File: config.mk
export PLATFORM = sky130hd
export DESIGN_NAME = dual_slope_pwm_timer16
export DESIGN_NICKNAME = d
export VERILOG_FILES = /design/src/common/pwm_timer_pkg.sv /design/src/dual_slope_pwm_timer16.sv /design/src/timer_prescaler.sv
export VERILOG_INCLUDE_DIRS = /design/src /design/src/common
export SDC_FILE = /design/constraint.sdc
export NUM_CORES = 1
export LEC_CHECK = 0
export ABC_AREA = 1
export ABC_CLOCK_PERIOD_IN_PS = 3440
export BUFFER_PORTS_ARGS = -buffer_cell sky130_fd_sc_hd__buf_4
export CORE_MARGIN = 10
export CORE_UTILIZATION = 60
export DETAILED_ROUTE_END_ITERATION = 8
export PLACE_DENSITY = 0.83
export SLEW_MARGIN = 10
export SYNTH_ARGS = -nofsm -noshare
export SYNTH_HDL_FRONTEND = slang
export SYNTH_HIERARCHICAL = 1
export SYNTH_SLANG_ARGS = --single-unit
File: constraint.sdc
create_clock -name clk -period 3.44 [get_ports clk]
set_input_delay 0.688 -clock clk [delete_from_list [all_inputs] [get_ports clk]]
set_output_delay 0.688 -clock clk [all_outputs]
set_load 0.005 [all_outputs]
File: src/common/pwm_timer_params.svh
// Register map, field positions, reset values and counting constants
`ifndef PWM_TIMER_PARAMS_SVH
`define PWM_TIMER_PARAMS_SVH

// Register byte offsets
`define REG_CTRL 8'h00
`define REG_COUNT 8'h04
`define REG_CMP_A 8'h08
`define REG_CMP_B 8'h0C
`define REG_CAPT 8'h10
`define REG_FLAGS 8'h14
`define REG_ACT_A 8'h18
`define REG_ACT_B 8'h1C

// Control register fields
`define CTRL_WGM_LSB 0
`define CTRL_OSEL_A_LSB 4
`define CTRL_OSEL_B_LSB 6
`define CTRL_CS_LSB 8
`define CTRL_DIR_A_BIT 11
`define CTRL_DIR_B_BIT 12
`define CTRL_W 13

// Flag register bits
`define FLAG_OVF_BIT 0
`define FLAG_CMP_A_BIT 1
`define FLAG_CMP_B_BIT 2
`define FLAG_CAPT_BIT 3

// Reset values
`define CTRL_RST 13'h0000
`define VAL16_RST 16'h0000
`define FLAGS_RST 4'h0

// Waveform generation modes served here
`define WGM_PC_8BIT 4'h1
`define WGM_PC_9BIT 4'h2
`define WGM_PC_10BIT 4'h3
`define WGM_PFC_CAPT 4'h8
`define WGM_PFC_CMPA 4'h9
`define WGM_PC_CAPT 4'hA
`define WGM_PC_CMPA 4'hB

// Fixed TOP values and counter ends
`define TOP_8BIT 16'h00FF
`define TOP_9BIT 16'h01FF
`define TOP_10BIT 16'h03FF
`define BOTTOM 16'h0000

// Compare output select encodings
`define OSEL_NONINV 2'h2
`define OSEL_INV 2'h3

// Prescaler select codes and divider masks
`define CS_STOP 3'h0
`define CS_DIV1 3'h1
`define CS_DIV8 3'h2
`define CS_DIV64 3'h3
`define CS_DIV256 3'h4
`define CS_DIV1024 3'h5
`define PRESC_W 10
`define MASK_DIV8 10'h007
`define MASK_DIV64 10'h03F
`define MASK_DIV256 10'h0FF
`define MASK_DIV1024 10'h3FF

// Bus responses
`define RESP_OKAY 2'h0
`define RESP_SLVERR 2'h2

`endif

File: src/common/pwm_timer_pkg.sv
// Types shared by the dual-slope PWM timer and its prescaler
`include "pwm_timer_params.svh"

package pwm_timer_pkg;

  // Counting direction
  typedef enum logic
  {
    DIR_UP = 1'b0,
    DIR_DOWN = 1'b1
  } dir_t;

  // AXI4-Lite master to slave
  typedef struct packed
  {
    logic awvalid;
    logic [7:0] awaddr;
    logic wvalid;
    logic [31:0] wdata;
    logic [3:0] wstrb;
    logic bready;
    logic arvalid;
    logic [7:0] araddr;
    logic rready;
  } axil_req_t;

  // AXI4-Lite slave to master
  typedef struct packed
  {
    logic awready;
    logic wready;
    logic bvalid;
    logic [1:0] bresp;
    logic arready;
    logic rvalid;
    logic [31:0] rdata;
    logic [1:0] rresp;
  } axil_rsp_t;

  // Compare output pins, value and output enable per channel
  typedef struct packed
  {
    logic [1:0] level;
    logic [1:0] oe;
  } pwm_pins_t;

  // Prescaler state
  typedef struct packed
  {
    logic [`PRESC_W-1:0] div;
  } presc_state_t;

  // Whole timer state
  typedef struct packed
  {
    logic [15:0] cnt;
    dir_t dir;
    logic [1:0][15:0] cmp_buf;
    logic [1:0][15:0] cmp_act;
    logic [15:0] capt;
    logic [`CTRL_W-1:0] ctrl;
    logic [3:0] flags;
    logic [1:0] lvl;
    logic aw_held;
    logic [7:0] awaddr;
    logic w_held;
    logic [31:0] wdata;
    logic [3:0] wstrb;
    logic bvalid;
    logic [1:0] bresp;
    logic rvalid;
    logic [31:0] rdata;
    logic [1:0] rresp;
  } timer_state_t;

endpackage : pwm_timer_pkg

File: src/dual_slope_pwm_timer16.sv
// Dual-slope 16-bit PWM timer with an AXI4-Lite register slave
//
// Decided for this implementation: the AXI4-Lite register port and the register addresses.
`timescale 1ns/1ps
`default_nettype none
`include "pwm_timer_params.svh"

module dual_slope_pwm_timer16
(
  input wire logic clk,
  input wire logic nrst,
  input wire pwm_timer_pkg::axil_req_t axil_req,
  output pwm_timer_pkg::axil_rsp_t axil_rsp,
  output pwm_timer_pkg::pwm_pins_t pwm_pins,
  output logic [15:0] count_value,
  output logic [3:0] event_flags
);
  import pwm_timer_pkg::*;

  timer_state_t st;
  timer_state_t next_st;
  logic timer_tick_enable;
  logic [3:0] wgm;
  logic pc_mode;
  logic pfc_mode;
  logic fixed_top;
  logic top_from_cmpa;
  logic [15:0] top;
  logic [15:0] next_cnt;
  logic at_top;
  logic at_bottom;
  logic do_write;
  logic do_read;
  logic [3:0] flag_set;
  logic [3:0] flag_clr;

  // Merge write data into an old value under the byte strobes
  function automatic logic [31:0] merge_bytes(input logic [31:0] old,
                                              input logic [31:0] data,
                                              input logic [3:0] strb);
    logic [31:0] res;
    res = old;
    for (int b = 0; b < 4; b++)
    begin
      if (strb[b])
      begin
        res[b*8 +: 8] = data[b*8 +: 8];
      end
    end
    return res;
  endfunction : merge_bytes

  // Fixed TOP for the resolution modes, zero for the others
  function automatic logic [15:0] fixed_top_of(input logic [3:0] mode);
    logic [15:0] res;
    res = `BOTTOM;
    unique case (mode)
      `WGM_PC_8BIT: res = `TOP_8BIT;
      `WGM_PC_9BIT: res = `TOP_9BIT;
      `WGM_PC_10BIT: res = `TOP_10BIT;
      default: res = `BOTTOM;
    endcase
    return res;
  endfunction : fixed_top_of

  // Tick enable only; the counter never sees a derived clock
  timer_prescaler #(
    .DIV_W(`PRESC_W)
  ) u_prescaler (
    .clk(clk),
    .nrst(nrst),
    .clock_select(st.ctrl[`CTRL_CS_LSB +: 3]),
    .timer_tick_enable(timer_tick_enable)
  );

  // Mode decode and TOP source
  always_comb
  begin
    wgm = st.ctrl[`CTRL_WGM_LSB +: 4];
    pc_mode = (wgm == `WGM_PC_8BIT) || (wgm == `WGM_PC_9BIT) ||
              (wgm == `WGM_PC_10BIT) || (wgm == `WGM_PC_CAPT) ||
              (wgm == `WGM_PC_CMPA);
    pfc_mode = (wgm == `WGM_PFC_CAPT) || (wgm == `WGM_PFC_CMPA);
    fixed_top = fixed_top_of(wgm) != `BOTTOM;
    top_from_cmpa = (wgm == `WGM_PC_CMPA) || (wgm == `WGM_PFC_CMPA);
    if (fixed_top)
    begin
      top = fixed_top_of(wgm);
    end
    else if (top_from_cmpa)
    begin
      top = st.cmp_act[0];
    end
    else
    begin
      // Capture value is used live, so a lowered TOP may be missed
      top = st.capt;
    end
  end

  // Next counter value; ends are each held for one tick
  always_comb
  begin
    next_cnt = st.cnt;
    if (st.dir == DIR_UP)
    begin
      next_cnt = (st.cnt == top) ? st.cnt - 1'b1 : st.cnt + 1'b1;
    end
    else
    begin
      next_cnt = (st.cnt == `BOTTOM) ? st.cnt + 1'b1 : st.cnt - 1'b1;
    end
    at_top = timer_tick_enable && (pc_mode || pfc_mode) &&
             st.dir == DIR_UP && next_cnt == top;
    at_bottom = timer_tick_enable && (pc_mode || pfc_mode) &&
                st.dir == DIR_DOWN && next_cnt == `BOTTOM;
  end

  // Bus handshake conditions
  always_comb
  begin
    do_write = st.aw_held && st.w_held && !st.bvalid;
    do_read = axil_req.arvalid && !st.rvalid;
  end

  // Whole next-state computation
  always_comb
  begin
    logic [31:0] wval;
    logic [15:0] cmp_masked;
    logic [1:0] osel;
    logic match;
    logic lvl_base;
    next_st = st;
    wval = '0;
    cmp_masked = '0;
    osel = '0;
    match = 1'b0;
    lvl_base = 1'b0;
    flag_set = '0;
    flag_clr = '0;

    // Counter and direction move only on a timer tick
    if (timer_tick_enable && (pc_mode || pfc_mode))
    begin
      next_st.cnt = next_cnt;
      if (st.dir == DIR_UP && st.cnt == top)
      begin
        next_st.dir = DIR_DOWN;
      end
      else if (st.dir == DIR_DOWN && st.cnt == `BOTTOM)
      begin
        next_st.dir = DIR_UP;
      end
    end

    // Buffered compares load at TOP or BOTTOM by mode
    if ((pc_mode && at_top) || (pfc_mode && at_bottom))
    begin
      next_st.cmp_act = st.cmp_buf;
    end
    else if (!pc_mode && !pfc_mode)
    begin
      next_st.cmp_act = st.cmp_buf;
    end

    // Event flags
    if (at_bottom)
    begin
      flag_set[`FLAG_OVF_BIT] = 1'b1;
    end
    if (at_top && !fixed_top)
    begin
      if (top_from_cmpa)
      begin
        flag_set[`FLAG_CMP_A_BIT] = 1'b1;
      end
      else
      begin
        flag_set[`FLAG_CAPT_BIT] = 1'b1;
      end
    end

    // Compare channels; a match acts in the direction of the slope
    for (int i = 0; i < 2; i++)
    begin
      osel = st.ctrl[`CTRL_OSEL_A_LSB + 2*i +: 2];
      match = timer_tick_enable && st.cnt == st.cmp_act[i];
      if (match)
      begin
        flag_set[`FLAG_CMP_A_BIT + i] = 1'b1;
      end
      if (pc_mode || pfc_mode)
      begin
        // Work on the plain level, so an inverted pin holds between matches
        lvl_base = st.lvl[i] ^ (osel == `OSEL_INV);
        if (st.cmp_act[i] == `BOTTOM)
        begin
          lvl_base = 1'b0;
        end
        else if (st.cmp_act[i] >= top)
        begin
          lvl_base = 1'b1;
        end
        else if (match)
        begin
          lvl_base = (st.dir == DIR_DOWN);
        end
        if (osel == `OSEL_INV)
        begin
          next_st.lvl[i] = ~lvl_base;
        end
        else if (osel == `OSEL_NONINV)
        begin
          next_st.lvl[i] = lvl_base;
        end
        else
        begin
          next_st.lvl[i] = 1'b0;
        end
      end
    end

    // Write address and data are taken in either order
    if (axil_req.awvalid && !st.aw_held && !st.bvalid)
    begin
      next_st.aw_held = 1'b1;
      next_st.awaddr = axil_req.awaddr;
    end
    if (axil_req.wvalid && !st.w_held && !st.bvalid)
    begin
      next_st.w_held = 1'b1;
      next_st.wdata = axil_req.wdata;
      next_st.wstrb = axil_req.wstrb;
    end

    // Register write once both halves are held
    if (do_write)
    begin
      next_st.aw_held = 1'b0;
      next_st.w_held = 1'b0;
      next_st.bvalid = 1'b1;
      next_st.bresp = `RESP_OKAY;
      unique case ({st.awaddr[7:2], 2'b00})
        `REG_CTRL:
        begin
          wval = merge_bytes({19'h0, st.ctrl}, st.wdata, st.wstrb);
          next_st.ctrl = wval[`CTRL_W-1:0];
        end
        `REG_COUNT:
        begin
          // Software write to the counter wins over a tick
          wval = merge_bytes({16'h0, st.cnt}, st.wdata, st.wstrb);
          next_st.cnt = wval[15:0];
        end
        `REG_CMP_A, `REG_CMP_B:
        begin
          wval = merge_bytes({16'h0, st.cmp_buf[st.awaddr[2]]},
                             st.wdata, st.wstrb);
          cmp_masked = fixed_top ? (wval[15:0] & top) : wval[15:0];
          next_st.cmp_buf[st.awaddr[2]] = cmp_masked;
        end
        `REG_CAPT:
        begin
          wval = merge_bytes({16'h0, st.capt}, st.wdata, st.wstrb);
          next_st.capt = wval[15:0];
        end
        `REG_FLAGS:
        begin
          if (st.wstrb[0])
          begin
            flag_clr = st.wdata[3:0];
          end
        end
        `REG_ACT_A, `REG_ACT_B:
        begin
          next_st.bresp = `RESP_OKAY;
        end
        default:
        begin
          next_st.bresp = `RESP_SLVERR;
        end
      endcase
    end
    if (st.bvalid && axil_req.bready)
    begin
      next_st.bvalid = 1'b0;
    end

    // Sticky flags: write one to clear, a new event wins
    next_st.flags = (st.flags & ~flag_clr) | flag_set;

    // Read data is latched when the address is taken
    if (do_read)
    begin
      next_st.rvalid = 1'b1;
      next_st.rresp = `RESP_OKAY;
      unique case ({axil_req.araddr[7:2], 2'b00})
        `REG_CTRL: next_st.rdata = {19'h0, st.ctrl};
        `REG_COUNT: next_st.rdata = {16'h0, st.cnt};
        `REG_CMP_A: next_st.rdata = {16'h0, st.cmp_buf[0]};
        `REG_CMP_B: next_st.rdata = {16'h0, st.cmp_buf[1]};
        `REG_CAPT: next_st.rdata = {16'h0, st.capt};
        `REG_FLAGS: next_st.rdata = {27'h0, st.dir, st.flags};
        `REG_ACT_A: next_st.rdata = {16'h0, st.cmp_act[0]};
        `REG_ACT_B: next_st.rdata = {16'h0, st.cmp_act[1]};
        default:
        begin
          next_st.rdata = 32'h00000000;
          next_st.rresp = `RESP_SLVERR;
        end
      endcase
    end
    else if (st.rvalid && axil_req.rready)
    begin
      next_st.rvalid = 1'b0;
    end
  end

  // State register
  always_ff @(posedge clk or negedge nrst)
  begin
    if (!nrst)
    begin
      st <= '0;
      st.cnt <= `VAL16_RST;
      st.dir <= DIR_UP;
      st.ctrl <= `CTRL_RST;
      st.flags <= `FLAGS_RST;
    end
    else
    begin
      st <= next_st;
    end
  end

  // Bus answers; ready terms are combinational from held state
  always_comb
  begin
    axil_rsp.awready = !st.aw_held && !st.bvalid;
    axil_rsp.wready = !st.w_held && !st.bvalid;
    axil_rsp.bvalid = st.bvalid;
    axil_rsp.bresp = st.bresp;
    axil_rsp.arready = !st.rvalid;
    axil_rsp.rvalid = st.rvalid;
    axil_rsp.rdata = st.rdata;
    axil_rsp.rresp = st.rresp;
  end

  // Pins: the level shows only with direction set and PWM selected
  always_comb
  begin
    pwm_pins.level = st.lvl;
    pwm_pins.oe[0] = st.ctrl[`CTRL_DIR_A_BIT] &&
                     st.ctrl[`CTRL_OSEL_A_LSB + 1];
    pwm_pins.oe[1] = st.ctrl[`CTRL_DIR_B_BIT] &&
                     st.ctrl[`CTRL_OSEL_B_LSB + 1];
    count_value = st.cnt;
    event_flags = st.flags;
  end

endmodule : dual_slope_pwm_timer16
`default_nettype wire

File: src/timer_prescaler.sv
// Prescaler making the timer tick enable from the I/O clock
`timescale 1ns/1ps
`default_nettype none
`include "pwm_timer_params.svh"

module timer_prescaler
#(
  parameter int DIV_W = `PRESC_W
)
(
  input wire logic clk,
  input wire logic nrst,
  input wire logic [2:0] clock_select,
  output logic timer_tick_enable
);
  import pwm_timer_pkg::*;

  presc_state_t st;
  presc_state_t next_st;

  // The divider masks need exactly this width
  if (DIV_W != `PRESC_W)
  begin : g_bad_width
    $error("timer_prescaler: DIV_W must equal the divider mask width");
  end

  // Free-running divider; a stopped clock select freezes it at zero
  always_comb
  begin
    next_st = st;
    if (clock_select == `CS_STOP)
    begin
      next_st.div = '0;
    end
    else
    begin
      next_st.div = st.div + 1'b1;
    end
  end

  always_ff @(posedge clk or negedge nrst)
  begin
    if (!nrst)
    begin
      st <= '0;
    end
    else
    begin
      st <= next_st;
    end
  end

  // One-cycle enable when the masked divider bits are all ones
  always_comb
  begin
    unique case (clock_select)
      `CS_DIV1: timer_tick_enable = 1'b1;
      `CS_DIV8: timer_tick_enable = (st.div & `MASK_DIV8) == `MASK_DIV8;
      `CS_DIV64: timer_tick_enable = (st.div & `MASK_DIV64) == `MASK_DIV64;
      `CS_DIV256: timer_tick_enable = (st.div & `MASK_DIV256) == `MASK_DIV256;
      `CS_DIV1024:
        timer_tick_enable = (st.div & `MASK_DIV1024) == `MASK_DIV1024;
      default: timer_tick_enable = 1'b0;
    endcase
  end

endmodule : timer_prescaler
`default_nettype wire

Yosys cells after proc, flatten, opt, wreduce, memory -nomap -nowiden
Cells that the tools add are included.
- flip-flop bits (word level): 210
- input port bits: 59
- logic and storage cells: 207
- add/subtract/negate cells: 3
- magnitude comparators: 4
- eq/ne operators: 40
- muxes and demuxes: 62
- bitwise operators: 9
- reductions and logical operators: 65
- operators by type and width (kind ; number):
    2-to-1 mux 16 bit ; 11
    case mux 16 bit (8 select lines) ; 1
    == test 16 bit ; 4
    zero test 16 bit ; 4
    2-to-1 mux 32 bit ; 2
    2-to-1 mux 8 bit ; 8
    == test 6 x 3 -> 1 bit, second input constant ; 8
    2-to-1 mux 37 bit ; 1
    bitwise mux 32 bit ; 1
    greater-or-equal comparator 16 bit ; 2
    case mux 10 bit (3 select lines) ; 1
    logical AND 1 bit ; 27
    2-to-1 mux 1 bit ; 26
    == test 6 x 2 -> 1 bit, second input constant ; 4
    2-to-1 mux 17 bit ; 1
    adder 16 x 1 -> 16 bit, second input constant ; 1
    AND 16 bit ; 1
    demux 16 bit (select 1 bit) ; 1
    == test 4 bit, second input constant ; 4
    nonzero test 16 bit ; 1
    OR reduction 8 bit ; 2
    subtractor 16 x 1 -> 16 bit, second input constant ; 1
    == test 6 x 1 -> 1 bit, second input constant ; 2
    zero test 6 bit ; 2
    31 further kinds ; 67

Longest topological paths before layout
Gate-level depths: netlist (run 1).
- depth in word-level cells: 13
- gate-level depth with buffers: 26
- gate-level depth less buffers: 24

Modules after synthesis
The synthesis (run 1) kept the hierarchy.
- by module, submodules not included (module ; times used ; cells an instance ; area an instance (µm²) ; seq. area each (µm²)):
    dual_slope_pwm_timer16 ; 1 ; 1631 ; 11496.0 ; 4053.9
    timer_prescaler ; 1 ; 69 ; 560.5 ; 250.2

Least setup slack after synthesis (run 1)
No wires, ideal clock.
- kind: flip-flop to flip-flop
- start point: register st[92] in the netlist's numbering
- end point: register st[121] in the netlist's numbering
- arrival: 2.649 ns
- data required time: 3.323 ns
- setup slack: 0.674 ns
- stages on the path, launching flop included: 24
- period minus slack after synthesis: 2.766 ns
- cell sequence: dfrtp_1 -> inv_2 -> clkbuf_1 -> nand4_1 -> nand3_1 -> nand2_1 -> nand2_1 -> nand2_1 -> nor2_1 -> nand2_1 -> nor2_4 -> nand3_2 -> nand2_2 -> buf_6 -> nand2_1 -> nand3_1 -> nand2_1 -> nor2_1 -> nand2_1 -> nor2_2 -> nand3_2 -> buf_2 -> nand3_1 -> nand2_1
- word-level cells in the longest chain between the ends: 12
- RTL lines (what ; RTL line ; text):
    from (decl) ; dual_slope_pwm_timer16.sv:20 ; timer_state_t st;
    from (signal assigned) ; dual_slope_pwm_timer16.sv:333 ; st <= next_st;
    == test 4 x 2 -> 1 bit, or another cell as far along ; dual_slope_pwm_timer16.sv:57 ; unique case (mode)
    case mux 10 bit (3 select lines), or another cell as far along ; dual_slope_pwm_timer16.sv:57 ;
    nonzero test 16 bit (no line), or another cell as far along ; -- ;
    2-to-1 mux 16 bit or logical OR 1 bit (tied branches) ; dual_slope_pwm_timer16.sv:86, dual_slope_pwm_timer16.sv:80 ;
    == test 16 bit or logical OR 1 bit (tied branches) ; dual_slope_pwm_timer16.sv:107, dual_slope_pwm_timer16.sv:80 ;
    2-to-1 mux 16 bit or logical OR 1 bit (tied branches) ; dual_slope_pwm_timer16.sv:107, dual_slope_pwm_timer16.sv:113, dual_slope_pwm_timer16.sv:115 ;
    2-to-1 mux 16 bit or logical AND 1 bit (tied branches) ; dual_slope_pwm_timer16.sv:105, dual_slope_pwm_timer16.sv:113, dual_slope_pwm_timer16.sv:115 ;
    == test 16 bit, or another cell as far along ; dual_slope_pwm_timer16.sv:114 ; st.dir == DIR_UP && next_cnt == top;
    logical AND 1 bit, on equally long branches ; -- ;
    logical AND 1 bit ; dual_slope_pwm_timer16.sv:158 ; if ((pc_mode && at_top) || (pfc_mode && at_bottom))
    logical OR 1 bit ; dual_slope_pwm_timer16.sv:158 ;
    2-to-1 mux 32 bit or nonzero test 2 bit (tied branches) ; -- ;
Parallel ways exist; a longest one is shown, timed or not.
A chain may end at the register's enable or synchronous reset.

Worst setup path after layout (run 1)
- start point: register st[93] in the netlist's numbering
- end point: register st[127] in the netlist's numbering
Same word-level chain as after synthesis.

==> flow_summary.ini, run 1 <==
[outcome]
outcome = finished clean

[pwr]
worst_ir_drop_vdd_mv = 0.576
finalPower_mw = 15.6
p_leak_nw = 7.22
cellPowerDensity_mw_per_mm2 = 1090

[setup_path]
cp.required_ns = 3.76
reg2reg_depth = 24
crit_path_end = st[127]
r2r_end = st[127]
cp-end-kind = register
critical_path_class = register to register
cp-startpoint = st[93]
start_kind = register
path_max_fanout = 7
reg2reg_setup_slack_ns = 0.04
regToRegStartpoint = st[93]
cp.arrival_ns = 3.72

[clock_tree]
htree_levels = 4
cts_buffers = 17
tritoncts = built
clockBufferDepth = 2
path_clk_slew_ns = 0.08
cts_sinks = 172
cts_root_buf = clkbuf_16
clock_latency_ns = 0.44

[global_routing]
grt_pass1_wl_mm = 71.5
track_usage = 0.353
grt_overflow = 0
grt_max_degree = 90
antenna_found_initial = 2
grt_pass1_vias = 12400

[floorplan]
die_area_mm2 = 0.0262
core_mm2 = 0.0196
std_cell_rows = 51
io_pins = 124
start_util = 0.615
dieWidth_um = 162
fp.dieH_um = 162

[final_layout]
layout-area-overhead-vs-synth_pct = 18.4
fill_cells = 1559
layout_common_cells = nand2_1, buf_4, dfrtp_1, inv_1, o21ai_0
drive_gt1_frac = 0.182
layout.area.seq_mm2 = 0.00431
final_area_mm2 = 0.0143
final_cells = 2114
final_common_cell = nand2_1
layout.nets = 1931
multi_input_area_mm2 = 0.00651

[logic_synthesis]
syn_area_mm2 = 0.0121
synth_seq_cells = 172
netlist_instances = 1700
ys_types = 48
avgSynthCellArea_um2 = 7.09
yosysWarnings = 6
ys_seq_area_frac = 0.357

[sta]
tns_ns = 0
worst_slew_margin_rel = 0.247
layout_setup_ws_ns = 0.0440
hold_viol = 0
drv_slew = 0
setup_viol = 0
clock_skew_ns = 0.0130
max_freq_mhz = 294
worst_pin_slew_ns = 1.13
fin_crit_sh = 0.987
timing.final.crit_period_ns = 3.40

[drt]
drcViolationCount = 0
wl_per_cell_um = 22.9
route.vias.total = 13200
drtAntennaViolNets = 0
drt-total-wl_mm = 48.4
drt_iter0_markers = 1896
dr.pass1.iters = 6
vias_per_cell = 6.24

[placement]
hpwl_mm = 36.6
dp_slack_ns = 0.0368
numPortBuffers = 83
place_area_mm2 = 0.0134
gp_congestion = 1.13
place_inst = 2066

[run]
maxCapViolations = 0

[min_path]
hp-class = input pin to async pin
stage by stage:
stage / utilization / hold slack [ns]
after floorplan: - / 0.392
after global placement: 0.682 / 0.465
after detailed placement: 0.682 / 0.467
after CTS: 0.713 / 0.351
after global routing: 0.729 / 0.360
final: 0.729 / 0.287
cell usage after synthesis, drive strengths merged:
| cell | instances | area (um^2) |
|---|---|---|
| a221oi | 14 | 123 |
| o221ai | 2 | 17.5 |
| conb | 1 | 3.75 |
| nand3 | 140 | 738 |
| clkinv | 5 | 20.0 |
| o22ai | 26 | 163 |
| a211oi | 3 | 22.5 |
| dfrtp | 172 | 4300 |
| mux2 | 21 | 236 |
| xor2 | 30 | 263 |
| and3 | 1 | 6.26 |
| o21bai | 2 | 15.0 |
| buf | 85 | 622 |
| o21ai | 147 | 736 |
| nor4b | 1 | 8.76 |
| nand4 | 41 | 257 |
| o2111ai | 9 | 78.8 |
| nor3 | 13 | 65.1 |
| mux2i | 1 | 10.0 |
| a21o | 4 | 30.0 |
| a2111oi | 1 | 8.76 |
| a31oi | 1 | 6.26 |
| xnor2 | 8 | 70.1 |
| ha | 37 | 463 |
| a22oi | 5 | 37.5 |
| nor4 | 20 | 125 |
| or2 | 1 | 6.26 |
| clkbuf | 47 | 176 |
| o21a | 4 | 30.0 |
| nand2 | 461 | 1750 |
| or3 | 1 | 6.26 |
| a21oi | 71 | 367 |
| o211ai | 3 | 22.5 |
| nand3b | 8 | 60.1 |
| inv | 170 | 638 |
| nor2 | 144 | 576 |
layout make-up:
class / instances / share of cell area
inverter: 175 / 0.0466
timing repair buffer: 229 / 0.129
sequential: 172 / 0.302
tap: 265 / 0.0232
antenna: 1 / 0.000175
multi-input combinational: 1240 / 0.456
clock buffer: 17 / 0.0298
clock inverter: 15 / 0.0133
kinds of logic after synthesis:
kind of cell | count (synthesis) | share of synthesized area
flops | 172 | 0.357
other cells | 1 | 0.000311
buf+inv | 307 | 0.121
simple gates | 831 | 0.298
xor+xnor | 38 | 0.0276
compound gates | 292 | 0.137
mux | 22 | 0.0204
fa+ha+maj | 37 | 0.0384
sequential cells by signal (all words and copies together) (netlist names):
name            cells
pwm_pins            2
axil_rsp           20
event_flags         4
st                120
count_value        16
u_prescaler/st     10
how the worst min path moves through the flow:
| stage | end | slack, ns | depth (start not counted) |
|---|---|---|---|
| global route | u_prescaler/st[5] | 0.36 | 1 |
| detailed placement | u_prescaler/st[0] | 0.47 | 1 |
| CTS | u_prescaler/st[1] | 0.35 | 1 |
| finish | u_prescaler/st[5] | 0.29 | 1 |
| global placement | axil_rsp[10] | 0.46 | 1 |
| floorplan | axil_rsp[10] | 0.39 | 0 |
report_power, final:
group | internal, mW | switching (mW) | total (mW)
combinational | 3.80 | 6.35 | 10.2
sequential | 2.60 | 0.833 | 3.43
clock | 1.00 | 1.02 | 2.02
worst max-delay path, stage by stage, from the launching register on:
cell     delay, ns
dfrtp_2       0.46
buf_6         0.16
nand3_4       0.13
buf_6         0.16
nand2_1       0.07
nand3_1       0.10
nand2_1       0.07
nand2_1       0.08
nor2_2        0.12
nand2_2       0.08
nor2_4        0.15
nand3_2       0.11
buf_6         0.16
buf_4         0.16
nand3_1       0.11
nand2_2       0.09
nand2_1       0.06
nor2_1        0.04
nand2_1       0.13
nor2_4        0.06
a21oi_4       0.31
nand2_4       0.13
buf_12        0.16
nand2_1       0.09
nand2_1       0.08
per-layer routing:
metal,vias to the layer above,track usage,routed length (um)
li1,5853,-,-
met2,1006,0.561,21700
met3,206,0.102,6160
met4,6,0.167,2830
met5,-,0,71
met1,6127,0.434,17700
repair_timing:
action                     in CTS  in global routing
hold endpoints to repair        0                  0
setup endpoints to repair       8                 35
pin swaps                       0                 14
gates cloned                    0                  3
gates resized for setup         2                 52
hold buffers                    0                  0
setup buffers                   0                 12
(Power assumes the default switching activity.)
==> run 2, diff against run 1 <==
--- a/config.mk
+++ b/config.mk
@@ -10,9 +10,9 @@
 export ABC_CLOCK_PERIOD_IN_PS = 3440
 export BUFFER_PORTS_ARGS = -buffer_cell sky130_fd_sc_hd__buf_4
 export CORE_MARGIN = 10
-export CORE_UTILIZATION = 60
+export CORE_UTILIZATION = 40
 export DETAILED_ROUTE_END_ITERATION = 8
-export PLACE_DENSITY = 0.83
+export PLACE_DENSITY = 0.6
 export SLEW_MARGIN = 10
 export SYNTH_ARGS = -nofsm -noshare
 export SYNTH_HDL_FRONTEND = slang
==> flow_summary.ini, run 2 (synthesized netlist as in run 1, its figures left out) <==
[drt]
drt_iter0_markers = 1395
wl_per_cell_um = 20.8
dr.pass1.iters = 6
route.vias.total = 12500
drcViolationCount = 0
drt-total-wl_mm = 46.7
drtAntennaViolNets = 0
vias_per_cell = 5.54

[pwr]
p_int_mw = 7.63
seqPwrFrac = 0.216
clkPwrFrac = 0.125
comb_power_share = 0.659
finalPower_mw = 15.5
p_leak_nw = 7.24
netSwitchingPower_mw = 7.90
cellPowerDensity_mw_per_mm2 = 1070
worst_ir_drop_vdd_mv = 0.495
netSwitchingFraction = 0.509

[min_path]
hp-class = input pin to async pin

[sta]
drv_slew = 0
hold_viol = 0
whs_ns = 0.158
worst_pin_slew_ns = 1.10
clock_skew_ns = 0.0128
timing.final.crit_period_ns = 3.33
setup_viol = 0
max_freq_mhz = 300
fin_crit_sh = 0.968
layout_setup_ws_ns = 0.110
worst_slew_margin_rel = 0.265

[placement]
numPortBuffers = 83
place_inst = 2204
gp_congestion = 1.03
hpwl_mm = 36.6
dp_slack_ns = -0.0331

[final_layout]
final_common_cell = nand2_1
largest-register = st
layout_common_cells = nand2_1, buf_4, dfrtp_1, inv_1, o21ai_0
num_antenna_cells = 0
drive_gt1_frac = 0.188
fill_cells = 2990
largest_reg_flops = 120
layout-area-overhead-vs-synth_pct = 19.9
layout.nets = 1940
final_cells = 2247

[floorplan]
std_cell_rows = 63
dieWidth_um = 194
core_mm2 = 0.0297
io_pins = 124
fp.dieH_um = 194
start_util = 0.406
die_area_mm2 = 0.0375

[setup_path]
max_stage_delay_ns = 0.36
cp_common_cell = nand2_1
cp.arrival_ns = 3.67
crit_family = simple AND/OR/NAND/NOR gates
cp.required_ns = 3.78
path_max_fanout = 13
slowest_stage = dfrtp_1
critical_path_buf_inv_count = 5
cp-end-kind = register
start_kind = register
critical_path_class = register to register
crit_path_cell_trace = buf_4, buf_4, nand2_1, nand2_1, nand2_1, nand2_1, nand2_1, nor2_2, nand2_2, nor2_4, nand3_4, nand2_4, buf_4, buf_4, nand2_1, nand3_1, nand2_1, nor2_1, nand2_1, nor2_4, nand3_4, clkbuf_16, nand3_1, nand2_1

[global_routing]
grt_pass1_wl_mm = 70.8
antenna_found_initial = 0
grt_pass1_vias = 11900
grt_overflow = 0
grt_max_degree = 71
track_usage = 0.240

[clock_tree]
tritoncts = built
clockBufferDepth = 2
cts_root_buf = clkbuf_16
clock_latency_ns = 0.45
cts_buffers = 17
path_clk_slew_ns = 0.07
cts.hold.buffers_added = 0
cts_sinks = 172
htree_levels = 4

[outcome]
outcome = finished clean

[run]
maxCapViolations = 0
## run 2: area by class of cell
cell class              instances  area, um^2  area share
multi-input cells            1238        6500       0.450
inverters                     175         658      0.0455
flip-flops and latches        172        4300       0.298
clock inverters                13         129     0.00891
well taps                     390         488      0.0338
clock buffers                  19         443      0.0306
repair buffers                240        1930       0.134
## run 2: power by group through the flow
stage | sequential [mW] | combinational [mW] | clock [mW]
finish | 3.35 | 10.2 | 1.94
global route | 3.40 | 11.2 | 2.05
CTS | 3.31 | 9.46 | 1.98
detailed placement | 3.34 | 9.41 | 0
global placement | 3.33 | 9.32 | 0
floorplan | 3.05 | 5.93 | 0
## run 2: routing by layer
layer / up-vias / part of all wire / GRT usage
met1: 5839 / 0.43 / 0.324
met3: 97 / 0.094 / 0.0515
met5: - / 0 / 0
met4: 0 / 0.034 / 0.0910
li1: 5861 / - / -
met2: 653 / 0.44 / 0.367
## run 2: timing repair
item / CTS / global route
buffers inserted: 0 / 10
resized for setup: 2 / 49
cloned: 0 / 1
pin swaps: 0 / 16
endpoints found under the setup margin: 32 / 34
## run 2: worst paths after layout
| path | to | depth (start not counted) | from | slack (ns) |
|---|---|---|---|---|
| max | st[147] | 24 | st[90] | 0.11 |
| min | u_prescaler/st[3] | 1 | nrst | 0.16 |
| max reg2reg | st[147] | 24 | st[90] | 0.11 |
| min reg2reg | axil_rsp[9] | 1 | axil_rsp[9] | 0.48 |
| max in group asynchronous | count_value[11] | 2 | nrst | 2.48 |
| min in group clk | axil_rsp[38] | 2 | axil_req[10] | 0.40 |
## run 2: through the flow
step,setup TNS [ns],util,instance area (um^2)
after floorplan,0,-,12100
after global placement,-0.395,0.458,13600
after detailed placement,-0.543,0.458,13600
after CTS,0,0.477,14200
after global routing,-0.185,0.486,14500
final,0,0.486,14500
## run 2: worst reg2reg max path, delay by kind of cell, from the launching register on
| kind | cells | cell delay (ns) |
|---|---|---|
| buf+inv | 5 | 0.77 |
| flops | 1 | 0.36 |
| simple gates | 19 | 2.09 |
